===== src/rtl/ssbc_regs.vh =====
// Register map, field positions, reset values and timing counts of the shared bus control block.
// Assumes a 32-bit APB slave with word-aligned registers.
`ifndef SSBC_REGS_VH
`define SSBC_REGS_VH
// ----------------------------------------
// Register offsets
// ----------------------------------------
`define SSBC_CFG_OFS 12'h000
`define SSBC_CMD_OFS 12'h004
`define SSBC_STAT_OFS 12'h008
`define SSBC_HELD_OFS 12'h00c
`define SSBC_FRAME_OFS 12'h010
// ----------------------------------------
// Config fields
// ----------------------------------------
`define SSBC_CFG_SLOTTED 0
`define SSBC_CFG_ADDRESSED 1
`define SSBC_CFG_SH_DIS 2
`define SSBC_CFG_ZERO_SAMPLE 3
`define SSBC_CFG_ST_ALLOW 4
`define SSBC_CFG_ST_ADR 5
`define SSBC_CFG_IDLE_SYNC 6
`define SSBC_CFG_POR_OFFLINE 7
`define SSBC_CFG_SCN_LSB 8
`define SSBC_CFG_DMODE_LSB 12
`define SSBC_CFG_ID_LSB 16
`define SSBC_CFG_MAXS_LSB 20
`define SSBC_CFG_RESET 32'h0000_0080
// ----------------------------------------
// Command bits (write one to act)
// ----------------------------------------
`define SSBC_CMD_ST_DONE 0
`define SSBC_CMD_ST_FAIL 1
`define SSBC_CMD_IF_DIS 2
// ----------------------------------------
// Bus states
// ----------------------------------------
`define SSBC_ST_OFFLINE 2'h0
`define SSBC_ST_SYNC 2'h1
`define SSBC_ST_ONLINE 2'h2
// ----------------------------------------
// Timing in ticks
// ----------------------------------------
`define SSBC_IDLE_TICKS 10'd510
`define SSBC_FLUSH_TICKS 10'd4
`define SSBC_PAUSE_MIN 10'd12
`define SSBC_PAUSE_MAX 10'd768
`endif


===== src/rtl/ssbc_tick_cnt.v =====
// Saturating tick counter with clear.
// Assumes tick_en is a one-cycle pulse per protocol tick.
`timescale 1ns/1ps
`default_nettype none
module ssbc_tick_cnt #(
   parameter W = 10
) (
   input wire pclk,
   input wire presetn,
   input wire clr,
   input wire tick_en,
   output reg [W-1:0] cnt_q
);
   always @(posedge pclk or negedge presetn) begin
      if (!presetn) begin
         cnt_q <= {W{1'b0}};
      end else if (clr) begin
         cnt_q <= {W{1'b0}};
      end else if (tick_en && (cnt_q != {W{1'b1}})) begin
         cnt_q <= cnt_q + {{(W-1){1'b0}}, 1'b1};
      end
   end
endmodule // ssbc_tick_cnt
`default_nettype wire


===== src/rtl/ssbc_top.v =====
// Shared single-wire bus control: sampling, bus state, self-test start, status fields.
// Assumes a line decoder supplies one-cycle pulse events and a measurement source.
// How it works
// - Capture measurement at function pulse rising edge and keep it for later output.
// - Broadcast sample pulse captures in every device not offline unless hold-disable is set.
// - Slotted output pulse for slot zero captures when zero-sample option is set.
// - Held data goes out on next addressed frame; repeats return same value.
// - Self-test or interface disable discards the held data.
// - Poll without held data transmits the current measurement instead.
// - Offline never drives the bus; offline at reset, self-test, contention.
// - Leave offline only when functional, pipelines flushed and bus high.
// - Addressed mode goes straight from offline to online.
// - Slotted bus-sync ignores addressing pulses but acts on broadcasts.
// - Sync pulse sets counter so next addressing pulse targets ID zero.
// - Idle-sync resets counter and goes online after more than 510 high ticks.
// - Power-up-offline zero puts slotted device online synchronized after reset.
// - Online drops offline on reset, self-test request, or slotted contention.
// - Broadcast diagnostics start at once; addressed diagnostics only when addressed.
// - No frame is sent in reply to a diagnostic pulse.
// - Contention during own frame with diagnostics allowed, neither slotted nor addressed, releases bus, starts test.
// - Test failure sets hard error; serial bit 17 for formats 1, 5, 7.
// - Test error in added bits per format 2 and 6, ID nibble bit 2.
// - Status nibble: error status bits 1:0 in formats 0 to 2, combined error bit 0 in format 3, serial protocol bits 3:2 in formats 1, 5, 7.
// - Pause pulse after 12 ticks, then every 768 ticks as the counter wraps to zero after reaching 767.
// - Slot counter counts addressing pulses only, wraps to zero past sensor count.
`timescale 1ns/1ps
`default_nettype none
`include "ssbc_regs.vh"
module ssbc_top #(
   parameter MW = 16
) (
   input wire pclk,
   input wire presetn,
   input wire psel,
   input wire penable,
   input wire pwrite,
   input wire [11:0] paddr,
   input wire [31:0] pwdata,
   output reg [31:0] prdata,
   output wire pready,
   output wire pslverr,
   input wire tick,
   input wire logic_ready,
   input wire line_in,
   input wire pulse_sample,
   input wire pulse_output,
   input wire pulse_diag,
   input wire pulse_sync,
   input wire pulse_addressed,
   input wire contention,
   input wire frame_active,
   input wire frame_end,
   input wire serial_sync_bit,
   input wire serial_data_bit,
   input wire soft_error,
   input wire [MW-1:0] meas_data,
   input wire pause_tick,
   output reg frame_start_q,
   output reg [MW-1:0] frame_data_q,
   output reg [3:0] status_nibble_q,
   output reg selftest_start_q,
   output reg selftest_bit_q,
   output reg pause_done_q,
   output wire line_oe_n,
   output wire [1:0] bus_state
);
   // ----------------------------------------
   // Register bus
   // ----------------------------------------
   reg [31:0] cfg_q;
   reg st_fail_q;
   reg [1:0] state_q;
   reg [1:0] state_d;
   reg held_vld_q;
   reg [MW-1:0] held_q;
   reg [3:0] slot_q;
   reg [1:0] frame_cnt_q;
   reg st_run_q;
   reg [9:0] pause_q;
   reg por_pend_q;
   wire wr_en;
   wire cmd_wr;
   wire st_done;
   wire if_dis;
   wire slotted;
   wire addressed;
   wire [2:0] scn;
   wire [2:0] dmode;
   wire [3:0] my_id;
   wire [3:0] max_s;
   wire [9:0] idle_cnt;
   wire [9:0] flush_cnt;
   assign pready = 1'b1;
   assign wr_en = psel && penable && pwrite;
   assign pslverr = psel && penable && !((paddr == `SSBC_CFG_OFS) ||
      (paddr == `SSBC_CMD_OFS) || (paddr == `SSBC_STAT_OFS) ||
      (paddr == `SSBC_HELD_OFS) || (paddr == `SSBC_FRAME_OFS));
   assign cmd_wr = wr_en && (paddr == `SSBC_CMD_OFS);
   assign st_done = cmd_wr && pwdata[`SSBC_CMD_ST_DONE];
   assign if_dis = cmd_wr && pwdata[`SSBC_CMD_IF_DIS];
   assign slotted = cfg_q[`SSBC_CFG_SLOTTED];
   assign addressed = cfg_q[`SSBC_CFG_ADDRESSED];
   assign scn = cfg_q[`SSBC_CFG_SCN_LSB +: 3];
   assign dmode = cfg_q[`SSBC_CFG_DMODE_LSB +: 3];
   assign my_id = cfg_q[`SSBC_CFG_ID_LSB +: 4];
   assign max_s = cfg_q[`SSBC_CFG_MAXS_LSB +: 4];
   always @(posedge pclk or negedge presetn) begin
      if (!presetn) begin
         cfg_q <= `SSBC_CFG_RESET;
      end else if (wr_en && (paddr == `SSBC_CFG_OFS)) begin
         cfg_q <= pwdata;
      end
   end
   always @* begin
      prdata = 32'h0000_0000;
      case (paddr)
         `SSBC_CFG_OFS: prdata = cfg_q;
         `SSBC_STAT_OFS: prdata = {20'h00000, slot_q, 2'h0, st_run_q, held_vld_q, st_fail_q,
            1'b0, state_q};
         `SSBC_HELD_OFS: prdata = {{(32-MW){1'b0}}, held_q};
         `SSBC_FRAME_OFS: prdata = {22'h0, pause_q};
         default: prdata = 32'h0000_0000;
      endcase
   end
   // ----------------------------------------
   // Tick counters
   // ----------------------------------------
   ssbc_tick_cnt #(.W(10)) u_idle (
      .pclk(pclk),
      .presetn(presetn),
      .clr(!line_in),
      .tick_en(tick),
      .cnt_q(idle_cnt)
   );
   ssbc_tick_cnt #(.W(10)) u_flush (
      .pclk(pclk),
      .presetn(presetn),
      .clr(!logic_ready || (state_q != `SSBC_ST_OFFLINE) || st_run_q),
      .tick_en(tick),
      .cnt_q(flush_cnt)
   );
   // ----------------------------------------
   // Self-test start and result
   // ----------------------------------------
   wire diag_hit;
   wire stomp_hit;
   wire st_req;
   wire my_slot;
   wire addr_ok;
   assign addr_ok = (state_q == `SSBC_ST_ONLINE);
   assign my_slot = addressed ? pulse_addressed : (slot_q == my_id);
   assign diag_hit = pulse_diag && cfg_q[`SSBC_CFG_ST_ALLOW] && (slotted || addressed) &&
      (state_q != `SSBC_ST_OFFLINE) &&
      (!cfg_q[`SSBC_CFG_ST_ADR] || (addr_ok && my_slot));
   assign stomp_hit = contention && frame_active && cfg_q[`SSBC_CFG_ST_ALLOW] &&
      !slotted && !addressed;
   assign st_req = diag_hit || stomp_hit;
   always @(posedge pclk or negedge presetn) begin
      if (!presetn) begin
         st_run_q <= 1'b0;
         st_fail_q <= 1'b0;
         selftest_start_q <= 1'b0;
      end else begin
         selftest_start_q <= st_req && !st_run_q;
         if (st_req) begin
            st_run_q <= 1'b1;
         end else if (st_done) begin
            st_run_q <= 1'b0;
         end
         if (st_done) begin
            st_fail_q <= pwdata[`SSBC_CMD_ST_FAIL];
         end
      end
   end
   // ----------------------------------------
   // Bus state machine
   // ----------------------------------------
   always @* begin
      state_d = state_q;
      case (state_q)
         `SSBC_ST_OFFLINE: begin
            if (logic_ready && !st_run_q && (flush_cnt >= `SSBC_FLUSH_TICKS) && line_in) begin
               if (addressed || !slotted) begin
                  state_d = `SSBC_ST_ONLINE;
               end else begin
                  state_d = `SSBC_ST_SYNC;
               end
            end
         end
         `SSBC_ST_SYNC: begin
            if (pulse_sync || (por_pend_q && !cfg_q[`SSBC_CFG_POR_OFFLINE])) begin
               state_d = `SSBC_ST_ONLINE;
            end else if (cfg_q[`SSBC_CFG_IDLE_SYNC] && (idle_cnt > `SSBC_IDLE_TICKS)) begin
               state_d = `SSBC_ST_ONLINE;
            end
         end
         `SSBC_ST_ONLINE: begin
            if (slotted && contention && !stomp_hit) begin
               state_d = `SSBC_ST_OFFLINE;
            end
         end
         default: state_d = `SSBC_ST_OFFLINE;
      endcase
      if (st_req || st_run_q || if_dis) begin
         state_d = `SSBC_ST_OFFLINE;
      end
   end
   always @(posedge pclk or negedge presetn) begin
      if (!presetn) begin
         state_q <= `SSBC_ST_OFFLINE;
         por_pend_q <= 1'b1;
      end else begin
         state_q <= state_d;
         if (state_q != `SSBC_ST_OFFLINE) begin
            por_pend_q <= 1'b0;
         end
      end
   end
   assign bus_state = state_q;
   assign line_oe_n = !(frame_active && (state_q == `SSBC_ST_ONLINE));
   // ----------------------------------------
   // Slot counter
   // ----------------------------------------
   wire sync_idle;
   assign sync_idle = cfg_q[`SSBC_CFG_IDLE_SYNC] && (idle_cnt > `SSBC_IDLE_TICKS) &&
      (state_q == `SSBC_ST_SYNC);
   always @(posedge pclk or negedge presetn) begin
      if (!presetn) begin
         slot_q <= 4'h0;
      end else if (pulse_sync || sync_idle || (state_q == `SSBC_ST_OFFLINE)) begin
         slot_q <= 4'h0;
      end else if (slotted && pulse_addressed && (state_q == `SSBC_ST_ONLINE)) begin
         slot_q <= (slot_q >= max_s) ? 4'h0 : slot_q + 4'h1;
      end
   end
   // ----------------------------------------
   // Sample and hold, frame data
   // ----------------------------------------
   wire cap_bcast;
   wire cap_zero;
   wire poll;
   assign cap_bcast = pulse_sample && !cfg_q[`SSBC_CFG_SH_DIS] &&
      (state_q != `SSBC_ST_OFFLINE);
   assign cap_zero = pulse_output && slotted && (slot_q == 4'h0) &&
      cfg_q[`SSBC_CFG_ZERO_SAMPLE] && (state_q == `SSBC_ST_ONLINE);
   assign poll = pulse_output && addr_ok && my_slot && (slotted || addressed);
   always @(posedge pclk or negedge presetn) begin
      if (!presetn) begin
         held_vld_q <= 1'b0;
         held_q <= {MW{1'b0}};
         frame_data_q <= {MW{1'b0}};
         frame_start_q <= 1'b0;
      end else begin
         frame_start_q <= poll;
         if (st_req || st_run_q || if_dis) begin
            held_vld_q <= 1'b0;
         end else if (cap_bcast || cap_zero) begin
            held_vld_q <= 1'b1;
            held_q <= meas_data;
         end
         if (poll) begin
            if (held_vld_q) begin
               frame_data_q <= held_q;
            end else begin
               frame_data_q <= meas_data;
            end
         end
      end
   end
   // ----------------------------------------
   // Status nibble and self-test bits
   // ----------------------------------------
   wire hard;
   assign hard = st_fail_q;
   always @(posedge pclk or negedge presetn) begin
      if (!presetn) begin
         status_nibble_q <= 4'h0;
         selftest_bit_q <= 1'b0;
         frame_cnt_q <= 2'h0;
      end else begin
         if (frame_end) begin
            frame_cnt_q <= frame_cnt_q + 2'h1;
         end
         case (scn)
            3'h0: status_nibble_q <= {2'h0, soft_error, hard};
            3'h1: status_nibble_q <= {serial_sync_bit, serial_data_bit, soft_error, hard};
            3'h2: status_nibble_q <= {my_id[1:0], soft_error, hard};
            3'h3: status_nibble_q <= {3'h0, soft_error | hard};
            3'h4: status_nibble_q <= {2'h0, my_id[1:0]};
            3'h5: status_nibble_q <= {serial_sync_bit, serial_data_bit, my_id[1:0]};
            3'h6: status_nibble_q <= {soft_error, hard, my_id[1:0]};
            3'h7: status_nibble_q <= {serial_sync_bit, serial_data_bit, 1'b0, soft_error | hard};
            default: status_nibble_q <= 4'h0;
         endcase
         // Self-test bit slot: serial bit 17, added status bits, or ID nibble bit 2
         if ((dmode == 3'h2) && frame_cnt_q[0]) begin
            selftest_bit_q <= st_fail_q;
         end else if ((dmode == 3'h6) && (frame_cnt_q == 2'h3)) begin
            selftest_bit_q <= st_fail_q;
         end else if (dmode[2]) begin
            selftest_bit_q <= st_fail_q;
         end else if ((scn == 3'h1) || (scn == 3'h5) || (scn == 3'h7)) begin
            selftest_bit_q <= st_fail_q;
         end else begin
            selftest_bit_q <= 1'b0;
         end
      end
   end
   // ----------------------------------------
   // Pause pulse
   // ----------------------------------------
   always @(posedge pclk or negedge presetn) begin
      if (!presetn) begin
         pause_q <= 10'd0;
         pause_done_q <= 1'b0;
      end else begin
         pause_done_q <= 1'b0;
         if (frame_end) begin
            pause_q <= 10'd0;
         end else if (pause_tick) begin
            if (pause_q >= `SSBC_PAUSE_MAX - 10'd1) begin
               pause_q <= 10'd0;
            end else begin
               pause_q <= pause_q + 10'd1;
            end
            if (pause_q == `SSBC_PAUSE_MIN - 10'd1) begin
               pause_done_q <= 1'b1;
            end
         end
      end
   end
endmodule // ssbc_top
`default_nettype wire


===== config.mk =====
export PLATFORM = sky130hd
export DESIGN_NAME = ssbc_top
export DESIGN_NICKNAME = d
export VERILOG_FILES = /design/src/rtl/ssbc_tick_cnt.v /design/src/rtl/ssbc_top.v
export VERILOG_INCLUDE_DIRS = /design/src /design/src/rtl
export SDC_FILE = /design/constraint.sdc
export NUM_CORES = 1
export LEC_CHECK = 0
export BUFFER_PORTS_ARGS = -buffer_cell sky130_fd_sc_hd__buf_4
export CAP_MARGIN = 5
export CORE_AREA = 2 2 125 127
export DETAILED_ROUTE_END_ITERATION = 16
export DIE_AREA = 0 0 127 129
export HOLD_SLACK_MARGIN = 0.08
export PLACE_DENSITY = 0.62
export SLEW_MARGIN = 0
export SYNTH_ARGS = -nofsm -noshare
export SYNTH_HDL_FRONTEND = slang
export SYNTH_SLANG_ARGS = --single-unit

===== constraint.sdc =====
create_clock -name pclk -period 2.3 [get_ports pclk]
set_clock_uncertainty 0.05 [all_clocks]
set_input_delay 0.23 -clock pclk [delete_from_list [all_inputs] [get_ports pclk]]
set_output_delay 0.23 -clock pclk [all_outputs]
set_load 0.02 [all_outputs]

Word-level counts from Yosys, hierarchy flattened
Index checks and enable logic that the tools add are counted.
{"block": "word_totals", "output_inout_bits": 61, "wordCells": 166, "register_bits": 114}
{"block": "classes", "n_mux": 32, "eq_ne": 24, "reduce_logical": 81, "addsub": 5, "order_cmp": 4, "bitwise_logic": 2}
{"cell": "$pmux W32 S4", "count": 1}
{"cell": "$mux W10", "count": 7}
{"cell": "$logic_and A1 B1 Y1", "count": 41}
{"cell": "$pmux W4 S8", "count": 1}
{"cell": "$add A10 B1 Y10 const B", "count": 3}
{"cell": "$eq A12 B4 Y1 const B", "count": 2}
{"cell": "$ne A10 B10 Y1 const B", "count": 2}
{"cell": "$logic_or A1 B1 Y1", "count": 18}
{"cell": "$mux W16", "count": 1}
{"cell": "$eq A3 B3 Y1 const B", "count": 5}
{"cell": "$eq A12 B3 Y1 const B", "count": 1}
{"cell": "$eq A12 B5 Y1 const B", "count": 1}
{"cell": "$logic_not A12 Y1", "count": 1}
{"cell": "$mux W1", "count": 12}
{"cell": "$mux W2", "count": 6}
{"cell": "$mux W4", "count": 3}
{"cell": "$reduce_bool A2 Y1", "count": 6}
{"cell": "$eq A10 B4 Y1 const B", "count": 1}
{"cell": "$ge A10 B10 Y1 const B", "count": 1}
{"cell": "$ge A10 B3 Y1 const B", "count": 1}
{"cell": "$gt A10 B9 Y1 const B", "count": 1}
{"cell": "$logic_not A1 Y1", "count": 10}
{"cell": "$eq A3 B2 Y1 const B", "count": 3}
{"cell": "$pmux W2 S3", "count": 1}
{"cell": "18 further kinds", "count": 19}

Longest topological paths before layout
Gate-level depths: netlist (run 1).
{"block": "logic_depth", "ltp_word": 10, "ltp_mapped": 8, "depth_no_buf": 7}

Hierarchy
From an unflattened synthesis (run 1), not the netlist that was laid out.
{"block": "unflattened", "hier_cells": 559, "area_unflattened_um2": 5883.1}
{"module": "ssbc_top", "cells_each": 449, "n_inst": 1, "area_each_um2": 4809.6, "seq_area_each_um2": 2329.7}
{"module": "ssbc_tick_cnt", "cells_each": 55, "n_inst": 2, "area_each_um2": 536.8, "seq_area_each_um2": 250.2}

Worst setup path after synthesis (run 1)
Ideal clock, no wire load.
{"block": "synth_timing", "path_type": "register to register", "startpoint": "register slot_q[0]", "endpoint": "register held_q[10]", "arrival_time_ps": 2078, "synth_period_minus_slack_ps": 2253, "path_stages_with_launch": 9, "t_required_ps": 2125, "setup_ps": 125, "n_path_buf": 1, "path_slack_ps": 47, "cell_sequence": "dfrtp_1 > inv_1 > ha_1 > nand4b_1 > or4b_1 > a21oi_2 > nand4_4 > buf_6 > mux2_4"}
{"block": "synth_via", "elab_chain_cells": 10, "word_cells_on_any_way": 15, "cone_classes": "eq/ne (1); mux (1); bitwise (1); reduce/logical (12)"}
{"element": "start, declared", "line_no": "ssbc_top.v:76", "text": "reg [3:0] slot_q;"}
{"element": "start signal, assigned", "line_no": "ssbc_top.v:233", "text": "slot_q <= (slot_q >= max_s) ? 4'h0 : slot_q + 4'h1;"}
{"element": "$eq A4 B4 Y1", "line_no": "ssbc_top.v:151", "text": "assign my_slot = addressed ? pulse_addressed : (slot_q == my_id);"}
{"element": "$mux W1", "line_no": "ssbc_top.v:151"}
{"element": "$logic_and A1 B1 Y1", "line_no": "ssbc_top.v:154", "text": "(!cfg_q[`SSBC_CFG_ST_ADR] || (addr_ok && my_slot));"}
{"element": "$logic_or A1 B1 Y1", "line_no": "ssbc_top.v:154"}
{"element": "$logic_and A1 B1 Y1", "line_no": "ssbc_top.v:152", "text": "assign diag_hit = pulse_diag && cfg_q[`SSBC_CFG_ST_ALLOW] && (slotted || addressed) &&"}
{"element": "$logic_or A1 B1 Y1", "line_no": "ssbc_top.v:157", "text": "assign st_req = diag_hit || stomp_hit;"}
{"element": "$logic_or A1 B1 Y1 (2 in a row)", "line_no": "ssbc_top.v:255", "text": "if (st_req || st_run_q || if_dis) begin"}
{"element": "$not A1 Y1 (no source line)"}
{"element": "$reduce_and A2 Y1 (no source line) (*)"}
{"element": "end signal, assigned", "line_no": "ssbc_top.v:250", "text": "held_q <= {MW{1'b0}};"}
{"element": "end signal, assigned", "line_no": "ssbc_top.v:259", "text": "held_q <= meas_data;"}
{"element": "end, declared", "line_no": "ssbc_top.v:75", "text": "reg [MW-1:0] held_q;"}
Every way passes the cells marked *; elsewhere a longest branch is shown, timed or not.
A chain may end at the register's enable or synchronous reset.

Final worst setup path (run 1)
{"block": "layout_timing", "startpoint": "register slot_q[0]", "endpoint": "register held_q[8]"}
The elaborated chain is that of the path after synthesis.

==> results of run 1 <==
==> critical path, stage by stage, from the launching register on <==
cell and delay (ps):
dfrtp_1 380, inv_1 90, ha_1 160, nand4b_1 110, or4b_4 510, a21oi_4 170
nand4_4 120, buf_12 190, mux2_4 300
==> power by group <==
part	switching (W)	internal, W	total (W)	leakage [nW]
logic	0.000211	0.000319	0.000530	2.39
registers	0.0000803	0.00207	0.00215	1.49
clock network	0.000901	0.00244	0.00335	0.365
total	0.00119	0.00484	0.00603	4.24
==> Yosys cell counts (4+ instances only) <==
| library cell | instances |
|---|---|
| ha_1 | 11 |
| nand2b_1 | 6 |
| nor4_1 | 4 |
| nand3_1 | 23 |
| inv_1 | 23 |
| a22o_1 | 6 |
| o21ai_0 | 16 |
| mux2i_1 | 12 |
| a31oi_1 | 5 |
| mux2_2 | 47 |
| dfrtp_1 | 111 |
| nand4_1 | 8 |
| clkbuf_1 | 13 |
| a222oi_1 | 4 |
| nor2_1 | 52 |
| buf_2 | 4 |
| nor3_1 | 13 |
| xor2_1 | 7 |
| nand2_1 | 43 |
| o22ai_1 | 4 |
| mux2_4 | 10 |
| xnor2_1 | 13 |
| and3_1 | 24 |
| a21oi_1 | 17 |
| a221o_1 | 6 |
| mux2_1 | 20 |
==> flip-flops by register name, summed over array words and instances, names as in the netlist <==
register	flops
bus_state	2
cfg_q	32
frame_cnt_q	1
frame_data_q	16
frame_start_q	1
hard	1
held_q	16
held_vld_q	1
pause_done_q	1
pause_q	10
por_pend_q	1
selftest_bit_q	1
selftest_start_q	1
slot_q	4
st_run_q	1
status_nibble_q	4
u_flush.cnt_q	10
u_idle.cnt_q	10
==> kinds of logic after synthesis <==
family                     count (synthesis)  share of synthesized area
xor gates and xnor gates                  20                     0.0295
other                                      1                   0.000632
and+or+nand+nor                          196                      0.172
muxes                                     89                      0.173
DFF                                      113                      0.477
AOI/OAI and AO/OA                         78                     0.0915
buffers and inverters                     45                     0.0337
adders and majority gates                 11                     0.0232
==> metal layers <==
layer / part of all wire / up-vias / global-route usage
met1: 0.44 / 2518 / 0.280
met4: 0.018 / 0 / 0.0698
met5: 0 / - / 0
met3: 0.058 / 29 / 0.0549
li1: - / 2437 / -
met2: 0.49 / 173 / 0.359
==> through the flow <==
step | instances | power [W]
CTS | 967 | 0.00609
global placement | 880 | 0.00263
detailed placement | 880 | 0.00264
floorplan | 553 | 0.00239
global route | 968 | 0.00624
finish | 968 | 0.00603
==> repair_timing <==
action	4_1_cts	5_1_grt
buffers inserted	0	1
endpoints found under the setup margin	0	16
resized for setup	0	2
hold buffers	55	0
hold endpoints to repair	91	0
==> layout make-up <==
type / instances / area share
timing repair buffer: 216 / 0.212
clock buffer: 22 / 0.0548
tap: 188 / 0.0272
sequential: 113 / 0.327
multi-input combinational: 395 / 0.337
inverter: 24 / 0.0104
clock inverter: 10 / 0.0318
==> layout by cell type, fill, tap and decap left out, types with 11 or more instances in the layout <==
master / instances
a21oi_1: 17
and3_1: 24
buf_4: 155
clkbuf_16: 17
dfrtp_1: 111
dlygate4sd3_1: 55
ha_1: 11
inv_1: 23
mux2_1: 20
mux2_2: 47
mux2i_1: 12
nand2_1: 43
nand3_1: 23
nor2_1: 52
nor3_1: 12
o21ai_0: 16
xnor2_1: 13
==> how the worst max path moves through the flow <==
| stage | cells past startpoint | to | slack [ps] | start |
|---|---|---|---|---|
| 2_1_floorplan | 8 | held_q[10] | 50 | slot_q[0] |
| 3_3_place_gp | 8 | held_q[13] | 130 | slot_q[0] |
| 3_5_place_dp | 8 | held_q[14] | 60 | slot_q[0] |
| 4_1_cts | 8 | held_q[8] | 50 | slot_q[0] |
| 5_1_grt | 8 | held_q[8] | 2 | slot_q[0] |
| 6_report | 8 | held_q[8] | 90 | slot_q[0] |
==> results by group, run 1 <==
Timing
  – Final worst path period need: 2210 ps
  – TNS Setup: 0 ps
  – Final setup vio count: 0
  – Post-route clock period utilization: 0.959
  – Final worst setup slack: 93.5 ps
  – Max Clk Rate: 453 MHz
  – Worst relative slew slack: 0.408
  – Final Slew Violations: 0
  – Hold_ws: 106 ps
  – Hold Fails Final Rpt: 0
  – Unrepaired setup endpoints after global routing: false
  – Measured slew at the worst slew-check pin: 888 ps

Placement
  – HPWL after DPL: 12.0 mm
  – Worst slack at placement: 60.1 ps
  – Gp weighted congestion: 0.864
  – Number of port buffers: 139
  – Placed cell area: 0.00734 mm2

Power
  – Pleak: 4.24 nW
  – Worst vdd ir: 0.457 mV
  – Power per Cell Area: 696 mW/mm2

Cells and area
  – Fin area: 0.00866 mm2
  – Final net count: 858
  – Fillers: 1,270
  – Final core utilization: 0.578
  – Share of layout cells above drive strength 1: 0.335
  – Reg area: 0.00283 mm2
  – N_diodes: 0
  – Area growth, synth to finish: 45.9%
  – Multi-input logic area: 0.00292 mm2

CTS
  – Clk buf depth: 2
  – Worst-skew pair later-pin latency: 410 ps
  – H-tree lvl count: 4
  – CTS tree: built
  – Sink Count: 113
  – CTS Buf Count: 17
  – CTS clk-pin slew, worst paths: 50 ps
  – CTS root buf: clkbuf_16

Route
  – DR WL/cell: 17.4 um
  – Total number of vias: 5,157
  – Total Routed Length: 16.8 mm
  – Post-route ant nets: 0
  – DRC viols: 0
  – Vias per cell: 5.33
  – Starting DRT DRC Count: 325
  – Detailed Routing Iterations Pass 1: 6

Run
  – Max cap viols: 0

Critical path
  – Critical Path RT: 2550 ps
  – Setup CP Type: reg -> reg
  – R2R Path End: held_q[8]
  – FF-to-FF Start: slot_q[0]
  – Crit end category: register
  – CP Launch Type: register
  – Critical path fanouts, max: 16
  – Flop2flop setup slack: 90 ps
  – Worst reg-to-reg path cell count: 8
  – Worst Path Arrival: 2450 ps

Synthesis
  – Post-synth top area share: 0.468
  – Syn nets: 644
  – Yosys reg bits: 113
  – Synth Instances: 553
  – Post-synth top area cell: dfrtp_1
  – Synthesized cell area: 0.00594 mm2
  – Mean area per synthesized cell: 10.7 um2
  – Seq/Total Area, Yosys: 0.477
  – Synth top area cells: dfrtp_1, mux2_2, mux2_1
  – Yosys Warn Count: 0
  – Synth unique cells: 59
  – Number of synthesized flops with an enable pin: 0
  – Synth async-reset ratio: 1.00
  – Post-synth top flop: dfrtp_1

Floorplan
  – Die area: 0.0164 mm2
  – Core Rows: 45
  – Die width: 127 um
  – Starting density of the core: 0.396
  – Die Height: 129 um
  – Io pins: 141
  – Core Area: 0.0150 mm2

Worst hold path
  – Worst min path class: in -> reg
  – WHS Endpoint: u_flush.cnt_q[1]
  – WHS Path Cells: 3
  – Min-delay src: tick

GRT
  – GRT Total Usage: 0.217
  – Number of global-route vias before repair: 5,232
  – Initial antenna violation count: 0
  – Largest net degree at the start of global routing: 44
  – Grt ovf: 0
  – First-pass GRT wire length: 27.5 mm

Status
  – Status: completed
No activity file was read; power rests on OpenSTA's default activity.
==> run 2: changes to the inputs <==
Settings changed: CORE_AREA 2 2 125 127 to 2 2 114 116, DIE_AREA 0 0 127 129 to 0 0 116 118, PLACE_DENSITY 0.62 to 0.73.
==> run 2 against run 1 <==
Effect of this change: global-route usage increased by 3.4 points; critical path depth unchanged; register-to-register slack hardly changed; critical path type unchanged; via count down 0.27%; die area fell by 16%; fmax grew 0.57%.
==> results by group, run 2 (same netlist as run 1, synthesis figures left out) <==
Power
  – Combinational Power Share: 0.097 (was 0.088)
  – Net Sw Frac: 0.229 (was 0.198)
  – Power Internal: 0.00418 W (was 0.00484 W)
  – Clock power frac: 0.505 (was 0.555)
  – Worst vdd ir: 0.597 mV (was 0.457 mV)
  – Pleak: 4.16 nW (was 4.24 nW)
  – Sequential share of power: 0.398 (was 0.357)
  – P_sw: 0.00124 W (was 0.00119 W)
  – Pwr Total: 0.00542 W (was 0.00603 W)
  – Power per Cell Area: 641 mW/mm2 (was 696 mW/mm2)

Floorplan
  – Die area: 0.0137 mm2 (was 0.0164 mm2)
  – Core Rows: 41 (was 45)
  – Core Area: 0.0124 mm2 (was 0.0150 mm2)
  – Die Height: 118 um (was 129 um)
  – Io pins: 141 (unchanged)
  – Die width: 116 um (was 127 um)
  – Starting density of the core: 0.478 (was 0.396)

Cells and area
  – Final net count: 855 (was 858)
  – Final core utilization: 0.681 (was 0.578)
  – Multi-input logic area: 0.00292 mm2 (unchanged)
  – Fillers: 969 (was 1,270)
  – Top flop regs: cfg_q x32, frame_data_q x16, held_q x16 (unchanged)
  – N_diodes: 0 (unchanged)
  – Commonest non-fill, non-tap cells in the layout: buf_4, dfrtp_1, dlygate4sd3_1 (unchanged)
  – Area growth, synth to finish: 42.4% (was 45.9%)
  – Share of layout cells above drive strength 1: 0.332 (was 0.335)
  – Reg area: 0.00283 mm2 (unchanged)
  – Max FFs per register: 32 (unchanged)
  – Biggest register: cfg_q (unchanged)
  – Fin cells: 949 (was 968)
  – Most common cell after layout, fill and taps aside: buf_4 (unchanged)

GRT
  – Initial antenna violation count: 0 (unchanged)
  – GRT Total Usage: 0.250 (was 0.217)
  – M3 GR Usage: 0.0731 (was 0.0549)
  – Grt ovf: 0 (unchanged)
  – Most used routing layer: met2 (unchanged)
  – Met2 Track Usage GR: 0.406 (was 0.359)
  – Met1 GRT Util: 0.320 (was 0.280)
  – Largest net degree at the start of global routing: 52 (was 44)
  – Number of global-route vias before repair: 5,266 (was 5,232)
  – First-pass GRT wire length: 26.5 mm (was 27.5 mm)

Timing
  – Worst relative slew slack: 0.443 (was 0.408)
  – Max Clk Rate: 456 MHz (was 453 MHz)
  – Final worst path period need: 2190 ps (was 2210 ps)
  – Post-route clock period utilization: 0.954 (was 0.959)
  – TNS Setup: 0 ps (unchanged)
  – Hold_ws: 90.5 ps (was 106 ps)
  – Unrepaired setup endpoints after global routing: false (unchanged)
  – Final setup vio count: 0 (unchanged)
  – Measured slew at the worst slew-check pin: 835 ps (was 888 ps)
  – Final Slew Violations: 0 (unchanged)
  – Hold Fails Final Rpt: 0 (unchanged)

Critical path
  – Worst reg-to-reg path cell count: 8 (unchanged)
  – Worst setup path endpoint: held_q[6] (was held_q[8])
  – Setup CP Type: reg -> reg (unchanged)
  – CP Launch Type: register (unchanged)
  – Worst Path Arrival: 2440 ps (was 2450 ps)
  – FF-to-FF Start: slot_q[0] (unchanged)
  – Flop2flop setup slack: 110 ps (was 90 ps)
  – Crit end category: register (unchanged)
  – Critical path fanouts, max: 16 (unchanged)
  – R2R Path End: held_q[6] (was held_q[8])
  – Setup crit start: slot_q[0] (unchanged)
  – Critical Path RT: 2550 ps (about the same)

Route
  – Total number of vias: 5,143 (was 5,157)
  – Total Routed Length: 16.3 mm (was 16.8 mm)
  – Post-route ant nets: 0 (unchanged)
  – DR WL/cell: 17.1 um (was 17.4 um)
  – Starting DRT DRC Count: 295 (was 325)
  – DRC viols: 0 (unchanged)
  – Detailed Routing Iterations Pass 1: 6 (unchanged)
  – Vias per cell: 5.42 (was 5.33)

CTS
  – Worst-skew pair later-pin latency: 420 ps (was 410 ps)
  – Clk buf depth: 2 (unchanged)
  – Setup Buffers After CTS: 0 (unchanged)
  – H-tree lvl count: 4 (unchanged)
  – CTS root buf: clkbuf_16 (unchanged)
  – Sink Count: 113 (unchanged)
  – CTS Buf Count: 17 (unchanged)
  – CTS tree: built (unchanged)
  – CTS clk-pin slew, worst paths: 50 ps (about the same)

Worst hold path
  – Worst min path class: in -> reg (unchanged)

Placement
  – Dpl cells: 862 (was 880)
  – Number of port buffers: 139 (unchanged)
  – Gp weighted congestion: 0.928 (was 0.864)
  – HPWL after DPL: 11.3 mm (was 12.0 mm)

Status
  – Status: completed (unchanged)

Run
  – Max cap viols: 0 (unchanged)
-- run 2: cell types whose count changed in the layout (fill, tap and decap cells not counted), moves of 2 or more --
cell | previous run | this run
clkinvlp_4 | 0 | 4
clkinv_4 | 0 | 2
bufinv_16 | 9 | 3
buf_12 | 6 | 3
clkbuf_1 | 2 | 0
-- run 2: metrics by stage --
stage          instance area, um2  setup slack, ps
3_5_place_dp                 7260              100
4_1_cts                      8440             86.4
6_report                     8450              106
5_1_grt                      8450             6.94
2_1_floorplan                5940             47.1
3_3_place_gp                 7260              149
-- run 2: worst max-delay path, stage by stage (launching register included) --
cell      delay [ps]
dfrtp_1          380
inv_1             80
ha_1             140
nand4b_1          90
or4b_1           520
a21oi_4          200
nand4_4          130
buf_12           190
mux2_4           300
-- run 2: power groups by stage --
stage | sequential [W] | combinational, W | clock (W)
final | 0.00216 | 0.000527 | 0.00274
after global routing | 0.00217 | 0.000577 | 0.00288
after global placement | 0.00218 | 0.000434 | 0
after floorplan | 0.00216 | 0.000230 | 0
after CTS | 0.00215 | 0.000527 | 0.00277
after detailed placement | 0.00219 | 0.000449 | 0
-- run 2: worst min path at each step --
stage,start,to,cells after the start
after floorplan,presetn,bus_state[0],0
after global placement,presetn,cfg_q[25],1
after detailed placement,presetn,cfg_q[25],1
after CTS,tick,u_flush.cnt_q[1],3
after global routing,tick,u_flush.cnt_q[1],3
final,tick,u_flush.cnt_q[1],3
-- run 2: routing by layer --
layer / wire length (um) / vias to the layer above
li1: - / 2418
met1: 6920 / 2532
met2: 8130 / 169
met3: 904 / 24
met4: 303 / 0
met5: 0 / -
-- run 2: layout make-up --
cell class,instances,share of cell area
clock inverters,12,0.0185
clock buffers,20,0.0552
well taps,172,0.0255
multi-input cells,395,0.346
inverters,24,0.0107
repair buffers,213,0.210
flip-flops and latches,113,0.335
-- run 2: timing repair --
item	CTS	global route
hold buffers	55	0
resized for setup	0	2
hold endpoints to repair	96	0
setup endpoints to repair	0	18
==> run 3: changes to the inputs <==
Settings changed: CORE_AREA 2 2 114 116 to 2 2 87 151, DIE_AREA 0 0 116 118 to 0 0 89 153.
==> run 3 against run 2 <==
Effect of this change: count of clock-buffer cells in the layout increased by 4; first-iteration DRC count grew 11%; critical path depth unchanged; hold slack better by 10 ps; largest cell class unchanged; largest power group unchanged.
==> results by group, run 3 (same netlist as run 1, synthesis figures left out) <==
Cells and area
  – Most common cell after layout, fill and taps aside: buf_4 (unchanged)
  – Top flop regs: cfg_q x32, frame_data_q x16, held_q x16 (unchanged)
  – Multi-input logic area: 0.00291 mm2 (was 0.00292 mm2)
  – Final net count: 855 (unchanged)
  – Area growth, synth to finish: 41.0% (was 42.4%)
  – Final core utilization: 0.673 (was 0.681)
  – Reg area: 0.00283 mm2 (unchanged)
  – Max FFs per register: 32 (unchanged)
  – Commonest non-fill, non-tap cells in the layout: buf_4, dfrtp_1, dlygate4sd3_1 (unchanged)
  – Fillers: 946 (was 969)
  – Share of layout cells above drive strength 1: 0.325 (was 0.332)
  – N_diodes: 0 (unchanged)
  – Biggest register: cfg_q (unchanged)

CTS
  – CTS root buf: clkbuf_16 (unchanged)
  – CTS tree: built (unchanged)
  – Worst-skew pair later-pin latency: 410 ps (was 420 ps)
  – Sink Count: 113 (unchanged)
  – Clk buf depth: 2 (unchanged)
  – Setup Buffers After CTS: 0 (unchanged)
  – CTS clk-pin slew, worst paths: 50 ps (about the same)
  – CTS Buf Count: 17 (unchanged)
  – H-tree lvl count: 4 (unchanged)

Critical path
  – Critical Path RT: 2540 ps (was 2550 ps)
  – Crit end category: register (unchanged)
  – Critical path's largest stage delay: 500 ps (was 520 ps)
  – Flop2flop setup slack: 80 ps (was 110 ps)
  – Setup CP Type: reg -> reg (unchanged)
  – Number of buffers and inverters on the critical path: 2 (unchanged)
  – CP Launch Type: register (unchanged)
  – Worst reg-to-reg path cell count: 8 (unchanged)
  – CP cell instances: inv_1 > ha_1 > nand4b_1 > or4b_1 > a21oi_2 > nand4_4 > buf_12 > mux2_4 (was inv_1 > ha_1 > nand4b_1 > or4b_1 > a21oi_4 > nand4_4 > buf_12 > mux2_4)
  – Worst Path Arrival: 2460 ps (was 2440 ps)
  – Critical path fanouts, max: 16 (unchanged)
  – Slowest cell on the critical path: or4b_1 (unchanged)
  – Kind of cell adding the most delay to the critical path: simple AND/OR/NAND/NOR gates (unchanged)
  – CP Depth: 8 (unchanged)

Timing
  – Worst relative slew slack: 0.463 (was 0.443)
  – Unrepaired setup endpoints after global routing: true (was false)
  – Hold Fails Final Rpt: 0 (unchanged)
  – Max Clk Rate: 451 MHz (was 456 MHz)
  – Final setup vio count: 0 (unchanged)
  – Final Slew Violations: 0 (unchanged)
  – Measured slew at the worst slew-check pin: 806 ps (was 835 ps)
  – Hold_ws: 101 ps (was 90.5 ps)
  – Final worst path period need: 2220 ps (was 2190 ps)
  – Post-route clock period utilization: 0.965 (was 0.954)

Floorplan
  – Io pins: 141 (unchanged)
  – Die area: 0.0136 mm2 (was 0.0137 mm2)
  – Core Area: 0.0124 mm2 (about the same)
  – Die width: 89 um (was 116 um)
  – Core Rows: 54 (was 41)
  – Starting density of the core: 0.477 (was 0.478)
  – Die Height: 153 um (was 118 um)

GRT
  – Grt ovf: 0 (unchanged)
  – Largest net degree at the start of global routing: 49 (was 52)
  – Number of global-route vias before repair: 5,495 (was 5,266)
  – Initial antenna violation count: 0 (unchanged)
  – First-pass GRT wire length: 27.0 mm (was 26.5 mm)
  – GRT Total Usage: 0.259 (was 0.250)

Placement
  – Gp weighted congestion: 0.860 (was 0.928)
  – HPWL after DPL: 12.2 mm (was 11.3 mm)
  – Number of port buffers: 139 (unchanged)

Route
  – DR WL/cell: 18.2 um (was 17.1 um)
  – Vias per cell: 5.57 (was 5.42)
  – Total number of vias: 5,251 (was 5,143)
  – Starting DRT DRC Count: 328 (was 295)
  – Post-route ant nets: 0 (unchanged)
  – Detailed Routing Iterations Pass 1: 5 (was 6)
  – DRC viols: 0 (unchanged)
  – Total Routed Length: 17.2 mm (was 16.3 mm)

Run
  – Max cap viols: 0 (unchanged)

Power
  – Sequential share of power: 0.415 (was 0.398)
  – Power per Cell Area: 621 mW/mm2 (was 641 mW/mm2)
  – Net Sw Frac: 0.227 (was 0.229)
  – Power Internal: 0.00402 W (was 0.00418 W)
  – P_sw: 0.00118 W (was 0.00124 W)
  – Clock power frac: 0.482 (was 0.505)
  – Worst vdd ir: 0.460 mV (was 0.597 mV)
  – Pleak: 4.12 nW (was 4.16 nW)
  – Combinational Power Share: 0.103 (was 0.097)

Worst hold path
  – Worst min path class: in -> reg (unchanged)
  – WHS Path Cells: 3 (unchanged)

Status
  – Status: completed (unchanged)
==> run 3: cell count changes in the layout (fill, tap and decap cells not counted), sizes merged <==
| cell | previous run | this run |
|---|---|---|
| clkbuf | 20 | 24 |
| inv | 24 | 23 |
| clkinv | 5 | 4 |
| clkinvlp | 4 | 1 |
| bufinv | 3 | 2 |
==> run 3: power groups by stage <==
stage / Clock [W] / Sequential, W / Combinational [W]
final: 0.00250 / 0.00216 / 0.000536
after detailed placement: 0 / 0.00219 / 0.000457
after global placement: 0 / 0.00218 / 0.000438
after CTS: 0.00253 / 0.00215 / 0.000536
after floorplan: 0 / 0.00216 / 0.000230
after global routing: 0.00263 / 0.00216 / 0.000582
==> run 3: stage by stage <==
stage | setup TNS, ps | setup WS [ps] | instance area [um2] | power, W | std cells
2_1_floorplan | 0 | 47.1 | 5940 | 0.00239 | 553
3_3_place_gp | 0 | 153 | 7260 | 0.00262 | 858
3_5_place_dp | 0 | 106 | 7260 | 0.00264 | 858
4_1_cts | 0 | 80.6 | 8350 | 0.00522 | 942
5_1_grt | -8.15 | -8.15 | 8370 | 0.00538 | 943
6_report | 0 | 81.0 | 8370 | 0.00520 | 943
==> run 3: final cells by class <==
cell class | instances | share of cell area
Clock buffer | 24 | 0.0564
Multi-Input combinational cell | 395 | 0.348
Timing Repair Buffer | 213 | 0.212
Clock inverter | 6 | 0.00987
Inverter | 24 | 0.0108
Sequential cell | 113 | 0.338
Tap cell | 168 | 0.0251
==> run 3: metal layers <==
metal  global-route usage  part of all wire  vias to the layer above
met5                    0                 0                        -
met3               0.0443             0.039                       61
li1                     -                 -                     2413
met4                0.134             0.044                        0
met2                0.457              0.54                      176
met1                0.288              0.37                     2601
==> run 3: timing repair <==
action | CTS | global route
setup endpoints to repair | 0 | 4
gates resized for setup | 0 | 1
hold endpoints to repair | 98 | 1
hold buffers | 54 | 1
==> run 3: tightest hold or removal path, cell delays in order <==
cell and delay (ps):
buf_4 150, nand3_1 80, a21oi_1 50
==> run 3: path summary, 6_finish.rpt <==
check / endpoint / from
setup / recovery: held_q[13] / slot_q[0]
setup reg to reg: held_q[13] / slot_q[0]
hold reg to reg: por_pend_q / por_pend_q
max in group asynchronous: pause_q[5] / presetn
min in group asynchronous: cfg_q[25] / presetn
hold / removal: u_flush.cnt_q[1] / tick
